==> src/hw/u_xcvr_test_pkg.sv <==
/*
  Constants of the transceiver test and debug block: register map,
  forced-transmit selections, trim codes and timing counts.
  Assumes a 100 MHz system clock and a 32-bit Avalon-MM slave.
*/
`default_nettype none
package u_xcvr_test_pkg;
  // ****************************************************
  // Bus and register map
  // ****************************************************
  localparam int ADDR_W = 4;
  localparam int DATA_W = 32;
  localparam logic [ADDR_W-1:0] OFS_FORCED_TX = 4'h0;
  localparam logic [ADDR_W-1:0] OFS_CONTROL = 4'h4;
  localparam logic [ADDR_W-1:0] OFS_STATUS = 4'h8;
  localparam logic [ADDR_W-1:0] OFS_TRIM = 4'hC;
  localparam logic [DATA_W-1:0] READ_UNMAPPED = 32'h0000_0000;
  // Forced transmit control: bit 7 enables, low nibble selects
  localparam int FTX_ENABLE_BIT = 7;
  localparam int FTX_SEL_W = 4;
  localparam logic [7:0] FTX_RESET = 8'h00;
  // Control register fields
  localparam int CTL_ROLE_BIT = 0;
  localparam int CTL_BUFOSC_OFF_BIT = 1;
  localparam int CTL_ACTIVE_BIT = 2;
  localparam logic [2:0] CTL_RESET = 3'h0;

  // ****************************************************
  // Forced transmit selections
  // ****************************************************
  typedef enum logic [3:0] {
    FTX_SL0 = 4'h0, FTX_SL1 = 4'h1, FTX_SL2 = 4'h2, FTX_SL3 = 4'h3,
    FTX_SN0 = 4'h4, FTX_SN1 = 4'h5, FTX_SN2 = 4'h6, FTX_SN3 = 4'h7,
    FTX_TN = 4'h8, FTX_TONE_10K = 4'h9, FTX_TONE_40K = 4'hA, FTX_ALT_QUAT = 4'hB
  } ftx_sel_t;
  localparam logic [3:0] FTX_LAST_SEL = 4'hB;

  // ****************************************************
  // Trim and clocks
  // ****************************************************
  localparam int TRIM_W = 8;
  localparam logic [TRIM_W-1:0] TRIM_MIN = 8'h00;
  localparam logic [TRIM_W-1:0] TRIM_CENTRE = 8'h80;
  localparam logic [TRIM_W-1:0] TRIM_MAX = 8'hFF;
  localparam int FLOAT_ENTRY_EDGES = 33;
  localparam int CLK_HZ = 100_000_000;
  localparam int TONE_10K_HZ = 10_000;
  localparam int TONE_40K_HZ = 40_000;
  // Half periods of the tones, rounded down
  localparam int TONE_10K_HALF = CLK_HZ / (2 * TONE_10K_HZ);
  localparam int TONE_40K_HALF = CLK_HZ / (2 * TONE_40K_HZ);
  // Reference with no edge for this long counts as static
  localparam int REF_STATIC_US = 200;
  localparam int REF_STATIC_CYCLES = REF_STATIC_US * (CLK_HZ / 1_000_000);
  // Divider ratio from system clock to the divided clock output
  localparam int DIV_OUT_RATIO = 24;
  localparam logic [1:0] QUAT_POS3 = 2'h3;
  localparam logic [1:0] QUAT_NEG3 = 2'h0;
  localparam logic [1:0] QUAT_POS1 = 2'h2;
  localparam logic [1:0] QUAT_NEG1 = 2'h1;
endpackage
`default_nettype wire

==> src/hw/float_entry_detector.sv <==
/*
  Counts consecutive qualifying control-port clock rising edges and
  raises the float mode once the threshold is reached.
  Assumes port pins are synchronous to clk_sys.
*/
`default_nettype none
module float_entry_detector #(
  parameter int THRESHOLD = u_xcvr_test_pkg::FLOAT_ENTRY_EDGES
) (
  input wire logic clk_sys,
  input wire logic reset,
  input wire logic ctrl_port_enable_n,
  input wire logic ctrl_port_clock,
  input wire logic ctrl_port_serial_in,
  output logic all_outputs_float_mode
);
  localparam int CW = $clog2(THRESHOLD + 1);
  localparam logic [CW-1:0] LIMIT = CW'(THRESHOLD);
  localparam logic [CW-1:0] ONE = CW'(1);
  logic [CW-1:0] edge_count;
  logic clock_last;
  wire qualify = !ctrl_port_enable_n && ctrl_port_serial_in;
  wire rise = ctrl_port_clock && !clock_last;
  wire reached = (edge_count == LIMIT);
  wire [CW-1:0] next_edge_count = !qualify ? '0 : (rise && !reached) ? edge_count + ONE : edge_count;

  always_ff @(posedge clk_sys or posedge reset)
  begin
    if (reset)
    begin
      // Port clock idles high; avoids a false rise after reset
      clock_last <= 1'b1;
      edge_count <= '0;
      all_outputs_float_mode <= 1'b0;
    end
    else
    begin
      clock_last <= ctrl_port_clock;
      edge_count <= next_edge_count;
      // Exit at once on either condition failing
      all_outputs_float_mode <= qualify && (next_edge_count == LIMIT);
    end
  end
endmodule
`default_nettype wire

==> src/hw/half_period_divider.sv <==
/*
  Square wave from the system clock by toggling every HALF cycles.
  Assumes HALF is at least one.
*/
`default_nettype none
module half_period_divider #(
  parameter int HALF = 2
) (
  input wire logic clk_sys,
  input wire logic reset,
  output logic wave
);
  localparam int CW = $clog2(HALF + 1);
  localparam logic [CW-1:0] LAST = CW'(HALF - 1);
  localparam logic [CW-1:0] ONE = CW'(1);
  logic [CW-1:0] count;
  wire wrap = (count == LAST);

  always_ff @(posedge clk_sys or posedge reset)
  begin
    if (reset)
    begin
      count <= '0;
      wave <= 1'b0;
    end
    else
    begin
      count <= wrap ? '0 : count + ONE;
      if (wrap)
        wave <= !wave;
    end
  end
endmodule
`default_nettype wire

==> src/hw/u_xcvr_test_debug_control.sv <==
/*
  Test and debug control of the U-interface transceiver: output float
  detector, forced-transmit override and oscillator trim steering, with
  an Avalon-MM register slave.
  Assumes one clock clk_sys at 100 MHz and port pins synchronous to it.
*/
// The address map and the Avalon-MM slave port were chosen for this implementation.
// Overview of operation
// - Float mode starts after 33 consecutive port clock rises with enable low and serial in high.
// - In float mode the transmit symbol, buffered oscillator and divided clock outputs are released to high impedance.
// - Float mode ends as soon as enable rises or serial in falls.
// - Software may force the transmit framer through the forced transmit register, ignoring receive.
// - Selections are four line-start, four network, network tone, 10 kHz, 40 kHz and alternating quats.
// - As network termination and deactivated, the trim array takes the centre code.
// - As line termination with a static reference, the trim array goes to its maximum.
// - As line termination with a reference above the pull range, the trim array goes to its minimum.
// - A buffered copy of the oscillator is driven out and can be switched off.
// - A divided clock from the system clock is driven out as a second measurement point.
`default_nettype none
module u_xcvr_test_debug_control
  import u_xcvr_test_pkg::*;
#(
  parameter int REF_STATIC_LIMIT = u_xcvr_test_pkg::REF_STATIC_CYCLES,
  parameter int DIV_RATIO = u_xcvr_test_pkg::DIV_OUT_RATIO
) (
  input wire logic clk_sys,
  input wire logic reset,
  input wire logic [u_xcvr_test_pkg::ADDR_W-1:0] avs_address,
  input wire logic avs_read,
  input wire logic avs_write,
  input wire logic [u_xcvr_test_pkg::DATA_W-1:0] avs_writedata,
  input wire logic [3:0] avs_byteenable,
  output logic [u_xcvr_test_pkg::DATA_W-1:0] avs_readdata,
  output logic avs_waitrequest,
  input wire logic ctrl_port_enable_n,
  input wire logic ctrl_port_clock,
  input wire logic ctrl_port_serial_in,
  input wire logic frequency_reference_in,
  input wire logic osc_in,
  input wire logic [1:0] framer_symbol,
  output logic [1:0] tx_symbol,
  output logic tx_symbol_oe,
  output logic tx_forced,
  output logic [u_xcvr_test_pkg::TRIM_W-1:0] trim_code,
  output logic buffered_osc_out,
  output logic buffered_osc_oe,
  output logic divided_clock_out,
  output logic divided_clock_oe,
  output logic all_outputs_float_mode
);
  import u_xcvr_test_pkg::*;

  // ****************************************************
  // Register slave
  // ****************************************************
  logic [7:0] forced_transmit_control;
  logic [2:0] control;
  logic answered;
  wire access = (avs_read || avs_write) && !answered;
  wire hit_ftx = (avs_address == OFS_FORCED_TX);
  wire hit_ctl = (avs_address == OFS_CONTROL);
  wire hit_sts = (avs_address == OFS_STATUS);
  wire hit_trim = (avs_address == OFS_TRIM);
  // Writes land at the answering edge, while the master still holds them
  wire wr_ftx = answered && avs_write && hit_ftx && avs_byteenable[0];
  wire wr_ctl = answered && avs_write && hit_ctl && avs_byteenable[0];
  wire float_mode;
  logic ref_static;
  logic ref_fast;
  wire [DATA_W-1:0] status_word = {{(DATA_W - 4){1'b0}}, ref_static, ref_fast, tx_forced, float_mode};
  wire [DATA_W-1:0] read_mux = hit_ftx ? {{(DATA_W - 8){1'b0}}, forced_transmit_control}
    : hit_ctl ? {{(DATA_W - 3){1'b0}}, control}
    : hit_sts ? status_word
    : hit_trim ? {{(DATA_W - TRIM_W){1'b0}}, trim_code}
    : READ_UNMAPPED;

  // One wait cycle: request sampled, answer with waitrequest low next edge
  always_ff @(posedge clk_sys or posedge reset)
  begin
    if (reset)
    begin
      answered <= 1'b0;
      avs_readdata <= '0;
      forced_transmit_control <= FTX_RESET;
      control <= CTL_RESET;
    end
    else
    begin
      answered <= access;
      if (access && avs_read)
        avs_readdata <= read_mux;
      if (wr_ftx)
        forced_transmit_control <= avs_writedata[7:0];
      if (wr_ctl)
        control <= avs_writedata[2:0];
    end
  end
  assign avs_waitrequest = !answered;

  // ****************************************************
  // Float detector
  // ****************************************************
  float_entry_detector #(
    .THRESHOLD(FLOAT_ENTRY_EDGES)
  ) u_float (
    .clk_sys(clk_sys),
    .reset(reset),
    .ctrl_port_enable_n(ctrl_port_enable_n),
    .ctrl_port_clock(ctrl_port_clock),
    .ctrl_port_serial_in(ctrl_port_serial_in),
    .all_outputs_float_mode(float_mode)
  );
  always_ff @(posedge clk_sys or posedge reset)
  begin
    if (reset)
      all_outputs_float_mode <= 1'b0;
    else
      all_outputs_float_mode <= float_mode;
  end

  // ****************************************************
  // Forced transmit pattern generator
  // ****************************************************
  logic tone_10k;
  logic tone_40k;
  logic quat_phase;
  half_period_divider #(
    .HALF(TONE_10K_HALF)
  ) u_tone10 (
    .clk_sys(clk_sys),
    .reset(reset),
    .wave(tone_10k)
  );
  half_period_divider #(
    .HALF(TONE_40K_HALF)
  ) u_tone40 (
    .clk_sys(clk_sys),
    .reset(reset),
    .wave(tone_40k)
  );
  wire force_on = forced_transmit_control[FTX_ENABLE_BIT];
  wire [FTX_SEL_W-1:0] force_sel = forced_transmit_control[FTX_SEL_W-1:0];
  wire sel_valid = (force_sel <= FTX_LAST_SEL);
  // Simplified symbol stand-ins: line-start and network signals of the same number share one pattern
  logic [1:0] forced_symbol;
  always_comb
  begin
    case (force_sel)
      FTX_SL0, FTX_SN0: forced_symbol = QUAT_POS3;
      FTX_SL1, FTX_SN1: forced_symbol = quat_phase ? QUAT_POS3 : QUAT_NEG3;
      FTX_SL2, FTX_SN2: forced_symbol = quat_phase ? QUAT_POS1 : QUAT_NEG1;
      FTX_SL3, FTX_SN3: forced_symbol = QUAT_NEG3;
      FTX_TN: forced_symbol = quat_phase ? QUAT_POS3 : QUAT_NEG3;
      FTX_TONE_10K: forced_symbol = tone_10k ? QUAT_POS3 : QUAT_NEG3;
      FTX_TONE_40K: forced_symbol = tone_40k ? QUAT_POS3 : QUAT_NEG3;
      FTX_ALT_QUAT: forced_symbol = quat_phase ? QUAT_POS1 : QUAT_NEG1;
      default: forced_symbol = QUAT_NEG1;
    endcase
  end
  // Receive side plays no part once forced
  wire do_force = force_on && sel_valid;
  wire [1:0] next_tx_symbol = do_force ? forced_symbol : framer_symbol;

  always_ff @(posedge clk_sys or posedge reset)
  begin
    if (reset)
    begin
      quat_phase <= 1'b0;
      tx_symbol <= QUAT_NEG1;
      tx_symbol_oe <= 1'b0;
      tx_forced <= 1'b0;
    end
    else
    begin
      quat_phase <= !quat_phase;
      tx_symbol <= next_tx_symbol;
      tx_symbol_oe <= !float_mode;
      tx_forced <= do_force;
    end
  end

  // ****************************************************
  // Reference classification and trim steering
  // ****************************************************
  localparam int RW = $clog2(REF_STATIC_LIMIT + 1);
  localparam logic [RW-1:0] REF_LIMIT = RW'(REF_STATIC_LIMIT);
  localparam logic [RW-1:0] REF_ONE = RW'(1);
  logic ref_last;
  logic [RW-1:0] ref_idle;
  wire ref_edge = frequency_reference_in && !ref_last;
  // Any edge inside the static window is beyond the pull range
  always_ff @(posedge clk_sys or posedge reset)
  begin
    if (reset)
    begin
      ref_last <= 1'b0;
      // No edge seen yet counts as static until the first edge
      ref_idle <= REF_LIMIT;
      ref_static <= 1'b1;
      ref_fast <= 1'b0;
    end
    else
    begin
      ref_last <= frequency_reference_in;
      ref_idle <= ref_edge ? '0 : (ref_idle == REF_LIMIT) ? ref_idle : ref_idle + REF_ONE;
      ref_static <= (ref_idle == REF_LIMIT) && !ref_edge;
      ref_fast <= ref_edge || (ref_fast && ref_idle != REF_LIMIT);
    end
  end

  wire role_lt = control[CTL_ROLE_BIT];
  wire active = control[CTL_ACTIVE_BIT];
  wire [TRIM_W-1:0] next_trim = !role_lt ? (active ? trim_code : TRIM_CENTRE)
    : ref_static ? TRIM_MAX
    : ref_fast ? TRIM_MIN
    : TRIM_CENTRE;
  always_ff @(posedge clk_sys or posedge reset)
  begin
    if (reset)
      trim_code <= TRIM_CENTRE;
    else
      trim_code <= next_trim;
  end

  // ****************************************************
  // Oscillator measurement outputs
  // ****************************************************
  localparam int DW = $clog2(DIV_RATIO);
  localparam logic [DW-1:0] DIV_HALF_LAST = DW'(DIV_RATIO / 2 - 1);
  localparam logic [DW-1:0] DIV_ONE = DW'(1);
  logic [DW-1:0] div_count;
  wire div_wrap = (div_count == DIV_HALF_LAST);
  always_ff @(posedge clk_sys or posedge reset)
  begin
    if (reset)
    begin
      buffered_osc_out <= 1'b0;
      buffered_osc_oe <= 1'b0;
      div_count <= '0;
      divided_clock_out <= 1'b0;
      divided_clock_oe <= 1'b0;
    end
    else
    begin
      buffered_osc_out <= osc_in;
      buffered_osc_oe <= !control[CTL_BUFOSC_OFF_BIT] && !float_mode;
      div_count <= div_wrap ? '0 : div_count + DIV_ONE;
      if (div_wrap)
        divided_clock_out <= !divided_clock_out;
      divided_clock_oe <= !float_mode;
    end
  end
endmodule
`default_nettype wire

==> config.mk <==
export PLATFORM = sky130hd
export DESIGN_NAME = u_xcvr_test_debug_control
export DESIGN_NICKNAME = d
export VERILOG_FILES = /design/src/hw/u_xcvr_test_pkg.sv /design/src/hw/float_entry_detector.sv /design/src/hw/half_period_divider.sv /design/src/hw/u_xcvr_test_debug_control.sv
export SDC_FILE = /design/constraint.sdc
export NUM_CORES = 1
export LEC_CHECK = 0
export BUFFER_PORTS_ARGS = -buffer_cell sky130_fd_sc_hd__buf_2
export CAP_MARGIN = 20
export CORE_MARGIN = 3
export CORE_UTILIZATION = 40
export DETAILED_ROUTE_END_ITERATION = 8
export GPL_TIMING_DRIVEN = 0
export HOLD_SLACK_MARGIN = 0.1
export PLACE_DENSITY = 0.75
export SKIP_CTS_REPAIR_TIMING = 1
export SLEW_MARGIN = 5
export SYNTH_ARGS = -nofsm -noshare
export SYNTH_HDL_FRONTEND = slang
export SYNTH_SLANG_ARGS = --single-unit
==> constraint.sdc <==
create_clock -name clk_sys -period 2.1 [get_ports clk_sys]
set_input_delay 0 -clock clk_sys [delete_from_list [all_inputs] [get_ports clk_sys]]
set_output_delay 0 -clock clk_sys [all_outputs]
set_load 0.05 [all_outputs]
# ---- Word level (Yosys, flattened, before mapping)
# Index checks and enable logic that the tools add are counted.
dict set report word_totals {
  register_bits 118
  input_bits 51
  wordCells 111
}
dict set report op_classes {
  add_sub_neg 5
  order_cmp 1
  n_eq_ne 23
  n_mux 21
  n_reduce_logical 36
}
# op n
set ops {}
lappend ops {{$mux 8} 8}
lappend ops {{$mux 15} 2}
lappend ops {{$eq 4x4->1 const B} 6}
lappend ops {{$eq 4x3->1 const B} 5}
lappend ops {{$logic_and 1x1->1} 16}
lappend ops {{$add 15x1->15 const B} 1}
lappend ops {{$eq 15x15->1 const B} 1}
lappend ops {{$ne 15x15->1 const B} 1}
lappend ops {{$add 13x1->13 const B} 1}
lappend ops {{$eq 13x13->1 const B} 1}
lappend ops {{$mux 13} 1}
lappend ops {{$eq 6x6->1 const B} 2}
lappend ops {{$logic_not 1->1} 12}
lappend ops {{$mux 6} 2}
lappend ops {{$pmux 2 s6} 1}
lappend ops {{$add 11x1->11 const B} 1}
lappend ops {{$eq 11x11->1 const B} 1}
lappend ops {{$mux 11} 1}
lappend ops {{$mux 2} 5}
lappend ops {{$eq 4x2->1 const B} 2}
lappend ops {{$logic_not 4->1} 2}
lappend ops {{$add 6x1->6 const B} 1}
lappend ops {{$reduce_or 3->1} 2}
lappend ops {{$add 5x1->5 const B} 1}
lappend ops {{other kinds (7)} 10}

# ---- Logic depth before layout (Yosys ltp)
# Gate-level depths: netlist of the first run.
dict set report depth {
  word_depth 7
  ltp_mapped 7
  ltp_nobuf 6
}

# ---- Modules after synthesis
# A second synthesis of the first run with hierarchy kept.
dict set report unflattened {
  cells_unflattened 413
  area_unflattened_um2 4329.2
}
# mod n_inst cells_each area_per_inst_um2
set by_module_without_submodules {}
lappend by_module_without_submodules {u_xcvr_test_debug_control 1 252 2605.0}
lappend by_module_without_submodules {{half_period_divider at u_tone10} 1 60 669.4}
lappend by_module_without_submodules {{half_period_divider at u_tone40} 1 52 565.5}
lappend by_module_without_submodules {float_entry_detector 1 49 489.2}

# ---- Worst setup path after synthesis of the first run
# Ideal clock, no wire load.
dict set report synth_timing {
  path_kind {register to register}
  start {register ref_idle[0]}
  end {register ref_idle[2]}
  setup_time_ps 73
  arrival_time_ps 1973
  setup_slack_ps 54
  path_stages_with_launch 8
  synth_period_minus_slack_ps 2046
  cell_sequence {dfrtp_1 -> inv_1 -> ha_1 -> or4bb_1 -> or4_1 -> buf_2 -> a21bo_1 -> a21oi_2}
}
dict set report synth_via {
  elab_chain_len 3
  word_cells_on_any_way 5
  classes_between {1 x add/sub; 2 x eq/ne; 2 x mux}
}
# item line
set synth_lines {}
lappend synth_lines {{start, declared} u_xcvr_test_debug_control.sv:189} ;# logic [RW-1:0] ref_idle;
lappend synth_lines {{start signal, assigned} u_xcvr_test_debug_control.sv:205} ;# ref_idle <= ref_edge ? '0 : (ref_idle == REF_LIMIT) ? ref_idle : ref_idle + REF_ONE;
lappend synth_lines {{$add 15x1->15} u_xcvr_test_debug_control.sv:205}
lappend synth_lines {{$mux 15 (2 in series)} u_xcvr_test_debug_control.sv:205}
# Parallel ways exist; a longest one is shown, timed or not. The select of a mux whose other input is x is not followed.
# A chain may end at the register's enable or synchronous reset.

# ---- Final worst setup path of the first run
dict set report layout_timing {
  start {register ref_idle[5]}
  end {register ref_idle[2]}
}
dict set report layout_via {
  elab_chain_len 2
}
# item line
set layout_lines {}
lappend layout_lines {{$eq 15x15->1} u_xcvr_test_debug_control.sv:205}
lappend layout_lines {{$ne 2x2->1 (no line)} -}
# No other way between the ends.

==> results of run 1 <==
area by class of cell:
| class | count | area (sq um) |
|---|---|---|
| fillers | 910 | 5090 |
| flip-flops and latches | 88 | 2210 |
| multi-input cells | 271 | 1820 |
| repair buffers | 73 | 508 |
| plain buffers | 42 | 289 |
| well taps | 136 | 170 |
| clock buffers | 9 | 124 |
| clock inverters | 7 | 78.8 |
| inverters | 20 | 78.8 |
flip-flops by register name, summed over array words and instances (netlist names), 2 cells and up:
register and cells:
avs_readdata 8, control 3, div_count 5, forced_transmit_control 8
ref_idle 15, trim_code 2, tx_symbol 2, u_float.edge_count 6
u_tone10.count 13, u_tone40.count 11
synth_stat cells (7+ instances only):
cell type	count	area (sq um)
inv_1	20	75.1
clkbuf_1	9	33.8
nor2b_1	7	43.8
nand4_1	12	75.1
ha_1	8	100
o21ai_0	12	60.1
dfrtp_1	79	1980
a21oi_1	10	50.1
mux2_2	11	124
nor2_1	43	161
nand3_1	16	80.1
xnor2_1	26	228
and3_1	8	50.1
xor2_1	14	123
buf_4	31	233
nand2_1	16	60.1
dfstp_2	9	236
routing by layer:
layer | GRT usage, % | up-vias
met5 | 0 | -
met4 | 4.72 | 0
met3 | 3.17 | 8
met2 | 24.2 | 59
met1 | 17.7 | 1477
li1 | - | 1532
worst max-delay path, stage by stage, from the launching register on:
cell,delay (ps)
dfstp_2,570
or4b_4,450
or4_4,540
buf_6,150
a21bo_1,170
a21oi_2,110
power by group through the flow:
stage | Clock [mW] | Sequential, mW | Combinational, mW
after floorplan | 0 | 1.95 | 0.331
after global placement | 0 | 1.89 | 0.482
after detailed placement | 0 | 1.89 | 0.504
after CTS | 1.23 | 1.86 | 0.506
after global routing | 1.31 | 1.87 | 0.600
final | 1.20 | 1.86 | 0.549
through the flow:
| stage | total power, mW | setup TNS [ps] | util, % | cell area [sq um] | setup slack (ps) |
|---|---|---|---|---|---|
| floorplan | 2.28 | 0 | - | 4390 | 53.8 |
| global placement | 2.37 | -36.1 | 46.2 | 4790 | -36.1 |
| detailed placement | 2.39 | -87.2 | 46.6 | 4830 | -63.0 |
| CTS | 3.59 | -168 | 48.6 | 5040 | -88.4 |
| global route | 3.78 | -40.7 | 51.0 | 5280 | -33.0 |
| finish | 3.61 | 0 | 51.0 | 5280 | 46.0 |
kinds of logic (layout without fill, tap and decap cells):
group                    after synthesis  after routing  share of synthesized area, %
AND/OR/NAND/NOR                      138            138                          17.8
buffers and inverters                 62            151                          8.33
multiplexers                          18             18                          5.39
flip-flops                            88             88                          51.5
AO/OA/AOI/OAI                         43             43                          6.46
adder cells (fa/ha/maj)                8              8                          2.33
XOR/XNOR                              40             40                          8.15
other                                  1             24                        0.0873
worst paths after layout:
kind,startpoint,to,depth (start not counted)
setup / recovery,ref_idle[5],ref_idle[2],5
hold / removal,ctrl_port_enable_n,u_float.edge_count[5],3
setup reg to reg,ref_idle[5],ref_idle[2],5
hold reg to reg,answered,answered,1
max in group asynchronous,reset,ref_idle[5],5
min in group asynchronous,reset,u_tone10.count[2],3
==> results.md, run 1 <==
- Overflow left after global routing: 0
- # IOs: 101
- Final Cycle Share: 97.8%
- Critical Path AT: 2340 ps
- Main synth FF type: dfrtp_1
- Hold Path Class: in -> reg
- EDFF count, synth: 0
- Core footprint: 10400 sq um
- Total number of vias: 3076
- Commonest non-fill, non-tap cell in the layout: dfrtp_1
- Hold Vio Cnt, Final: 0
- Startpoint type of the worst setup path: register
- DR WL/cell: 12.9 um
- Clock sinks: 88
- Area Growth Syn to Fin: 22.9%
- Synthesized area per cell: 10.8 sq um
- Peak supply drop: 380 uV
- Met2 wire length: 4.25 mm
- Highest metal used: met4
- Yosys cell types: 51
- Clock Path Buffers: 2
- Worst Tran Pin Value: 509 ps
- Initial antenna violation count: 0
- Sequential area share after synthesis: 51.5%
- R2R Setup Slk: 50 ps
- Critical path required time: 2390 ps
- RSZ-0062 raised after global routing: yes
- Leak: 2.46 nW
- Sw Share: 29.2%
- First-pass GRT wire length: 13.7 mm
- Vias in the first global route: 3056
- Root Buffer: clkbuf_8
- Cell Pwr Density: 682 nW/um^2
- Sequential Power Share: 51.5%
- Fmax: 487 MHz
- Nets: 564
- Synthesized area: 4300 sq um
- Final WL: 8.34 mm
- Layout cell share with drive strength beyond 1: 26.3%
- Residual DRC: 0
- Cts bufs inserted: 9
- Final min period: 2050 ps
- Max_cap viols: 0
- CTS tree: built
- Slew margin rel.: 65.8%
- Critical Path End Type: register
- Comb pwr share: 15.2%
- All-Layer GR Usage: 14.2%
- Initial detailed-routing violation count: 199
- H-tree lvl count: 3
- Antenna fix cells: 0
- Die W: 110 um
- Critical path type: reg -> reg
- Routed vias/inst: 4.76
- Yosys reg bits: 88
- Hold Slack: 82.9 ps
- Clock network power share: 33.2%
- NetSw: 1.05 mW
- Met1 wire length: 3.68 mm
- RD Place Congestion: 0.815
- Warnings from Yosys: 0
- Cell-internal power: 2.55 mW
- Synth Instances: 398
- Die area: 12000 sq um
- Non-Filler Instances: 646
- Post-synthesis async set-or-reset flop share: 100%
- Largest net degree at the start of global routing: 38
- Most frequent cells in the layout: dfrtp_1, buf_2, nor2_1
- Endpoints failing setup: 0
- PortBufs: 47
- Max Transition Viols Final: 0
- Worst Path Max Fanout: 6
- Clock transition at path regs: 90 ps
- Starting Density: 41.4%
- Die Y-Extent: 110 um
- Clk_lat worst skew: 360 ps
- Final ANT Viol Nets: 0
- Met3 wire length: 313 um
- Outcome: finished clean
- Row count: 37
- Post-DP HPWL: 5.88 mm
- 1st-pass router iterations: 4
- Post-placement cell count: 606
- Clk_skew: 9.68 ps
Note: power is estimated with default switching activity, not from simulation.
==> inputs of run 2 (changes only) <==
==> constraint.sdc (replaced) <==
create_clock -name clk_sys -period 2.1 [get_ports clk_sys]
set_input_delay 0.21 -clock clk_sys [delete_from_list [all_inputs] [get_ports clk_sys]]
set_output_delay 0.21 -clock clk_sys [all_outputs]
set_load 0.05 [all_outputs]
==> run 2 against run 1 <==
Effect of this change:
- register-to-register slack is essentially flat
- total power is 0.58% lower
- sequential share of layout area increased by 0.89 points
- clock skew fell by 0.82 ps
- sequential cell count stayed put
- count of clock-buffer cells in the layout unchanged
- combinational power down 3%
- fmax grew 0.23%
- critical path depth stayed put
- wire length is 1.8% lower
- critical path type unchanged
==> results.md, run 2 (synthesis gave the netlist of run 1 again) <==
- Final ANT Viol Nets: 0
- Die W: 110 um
- Residual DRC: 0
- Clk_skew: 8.86 ps
- Total power: 3.58 mW
- Final worst slack: 50.7 ps
- First-pass GRT wire length: 13.7 mm
- Final Util: 49.9%
- Post-DP HPWL: 5.88 mm
- Critical Path End Type: register
- Largest registers: ref_idle x15, u_tone10.count x13, u_tone40.count x11
- Fmax: 488 MHz
- Reg-to-reg startpoint: ref_idle[5]
- Critical Path AT: 2330 ps
- Die Y-Extent: 110 um
- 1st-pass router iterations: 4
- Crit-path cells: or4b_4, or4_4, buf_6, a21bo_1, a21oi_2
- Hold Slack: 97.1 ps
- Crit path largest cell delay: 560 ps
- Slowest CP cell: dfstp_2
- Non-Filler Instances: 635
- Setup TNS Final: 0 ps
- CTS tree: built
- Leak: 2.41 nW
- Post-placement cell count: 606
- Initial detailed-routing violation count: 196
- Cts bufs inserted: 9
- Initial antenna violation count: 0
- Routed vias/inst: 4.78
- Clk_lat worst skew: 350 ps
- Slew margin rel.: 65.9%
- Die area: 12000 sq um
- Hold Path Class: in -> reg
- Total number of vias: 3034
- Starting Density: 41.4%
- Startpoint type of the worst setup path: register
- Layout cell share with drive strength beyond 1: 26.9%
- Commonest non-fill, non-tap cell in the layout: dfrtp_1
- Fillers: 927
- Hold Vio Cnt, Final: 0
- Max Transition Viols Final: 0
- Worst setup path start: ref_idle[5]
- Placed inst area: 4830 sq um
- Most frequent cells in the layout: dfrtp_1, buf_2, nor2_1
- Cell area after layout: 5170 sq um
- Core footprint: 10400 sq um
- Number of flip-flops under the largest register name: 15
- Root Buffer: clkbuf_8
- Antenna fix cells: 0
- Max_cap viols: 0
- Critical path required time: 2380 ps
- Place WS: -63.0 ps
- PortBufs: 47
- Endpoints failing setup: 0
- Final min period: 2050 ps
- Critical path type: reg -> reg
- Nets: 553
- Clock transition at path regs: 90 ps
- RSZ-0062 raised after global routing: yes
- Clock sinks: 88
- Path depth of the worst reg2reg path: 5
- All-Layer GR Usage: 14.2%
- # IOs: 101
- Final WL: 8.18 mm
- Row count: 37
- DR WL/cell: 12.9 um
- RD Place Congestion: 0.815
- Min-delay src: framer_symbol[0]
- Worst Tran Pin Value: 508 ps
- Outcome: finished clean
- End of the worst register-to-register path: ref_idle[2]
- H-tree lvl count: 3
- Worst Path Max Fanout: 6
- CP endpoint: ref_idle[2]
- Final Cycle Share: 97.6%
- Clock Path Buffers: 2
- Overflow left after global routing: 0
- Biggest register: ref_idle
- Largest net degree at the start of global routing: 38
- Cell Pwr Density: 693 nW/um^2
- Vias in the first global route: 3056
- R2R Setup Slk: 50 ps
- Area Growth Syn to Fin: 20.4%
- Peak supply drop: 369 uV
-- run 2: cell types whose count changed in the layout (fill, tap and decap cells not counted) --
cell / before / now
dlygate4sd3_1: 21 / 10
-- run 2: area by class of cell --
| cell class | instances | area, sq um | area share (%) |
|---|---|---|---|
| Buffer | 42 | 289 | 5.59 |
| Timing Repair Buffer | 62 | 398 | 7.69 |
| Sequential cell | 88 | 2210 | 42.8 |
| Clock buffer | 9 | 124 | 2.39 |
| Multi-Input combinational cell | 271 | 1820 | 35.2 |
| Inverter | 20 | 78.8 | 1.52 |
| Clock inverter | 7 | 78.8 | 1.52 |
| Tap cell | 136 | 170 | 3.29 |
-- run 2: worst min path at each step --
stage / endpoint / slack, ps / cells past startpoint
2_1_floorplan: u_float.clock_last / 210 / 0
3_3_place_gp: buffered_osc_out / 320 / 1
3_5_place_dp: all_outputs_float_mode / 250 / 2
4_1_cts: forced_transmit_control[4] / -140 / 2
5_1_grt: answered / 110 / 3
6_report: tx_symbol[0] / 100 / 3
-- run 2: where the power goes --
part / switching [mW] / leakage (nW) / internal (mW)
clock network: 0.631 / 0.104 / 0.563
logic: 0.336 / 1.19 / 0.196
registers: 0.0773 / 1.12 / 1.78
total: 1.04 / 2.41 / 2.54
-- run 2: per-layer routing --
layer | GRT usage (%) | wire [um] | vias up
li1 | - | - | 1509
met1 | 17.7 | 3600 | 1457
met2 | 24.2 | 4180 | 60
met3 | 3.17 | 312 | 8
met4 | 4.72 | 92 | 0
met5 | 0 | 0 | -
-- run 2: critical path, delay by kind of cell, from the launching register on --
| family | cells | cell delay (ps) |
|---|---|---|
| AOI/OAI and AO/OA | 2 | 280 |
| buffers and inverters | 1 | 150 |
| DFF | 1 | 560 |
| and+or+nand+nor | 2 | 990 |
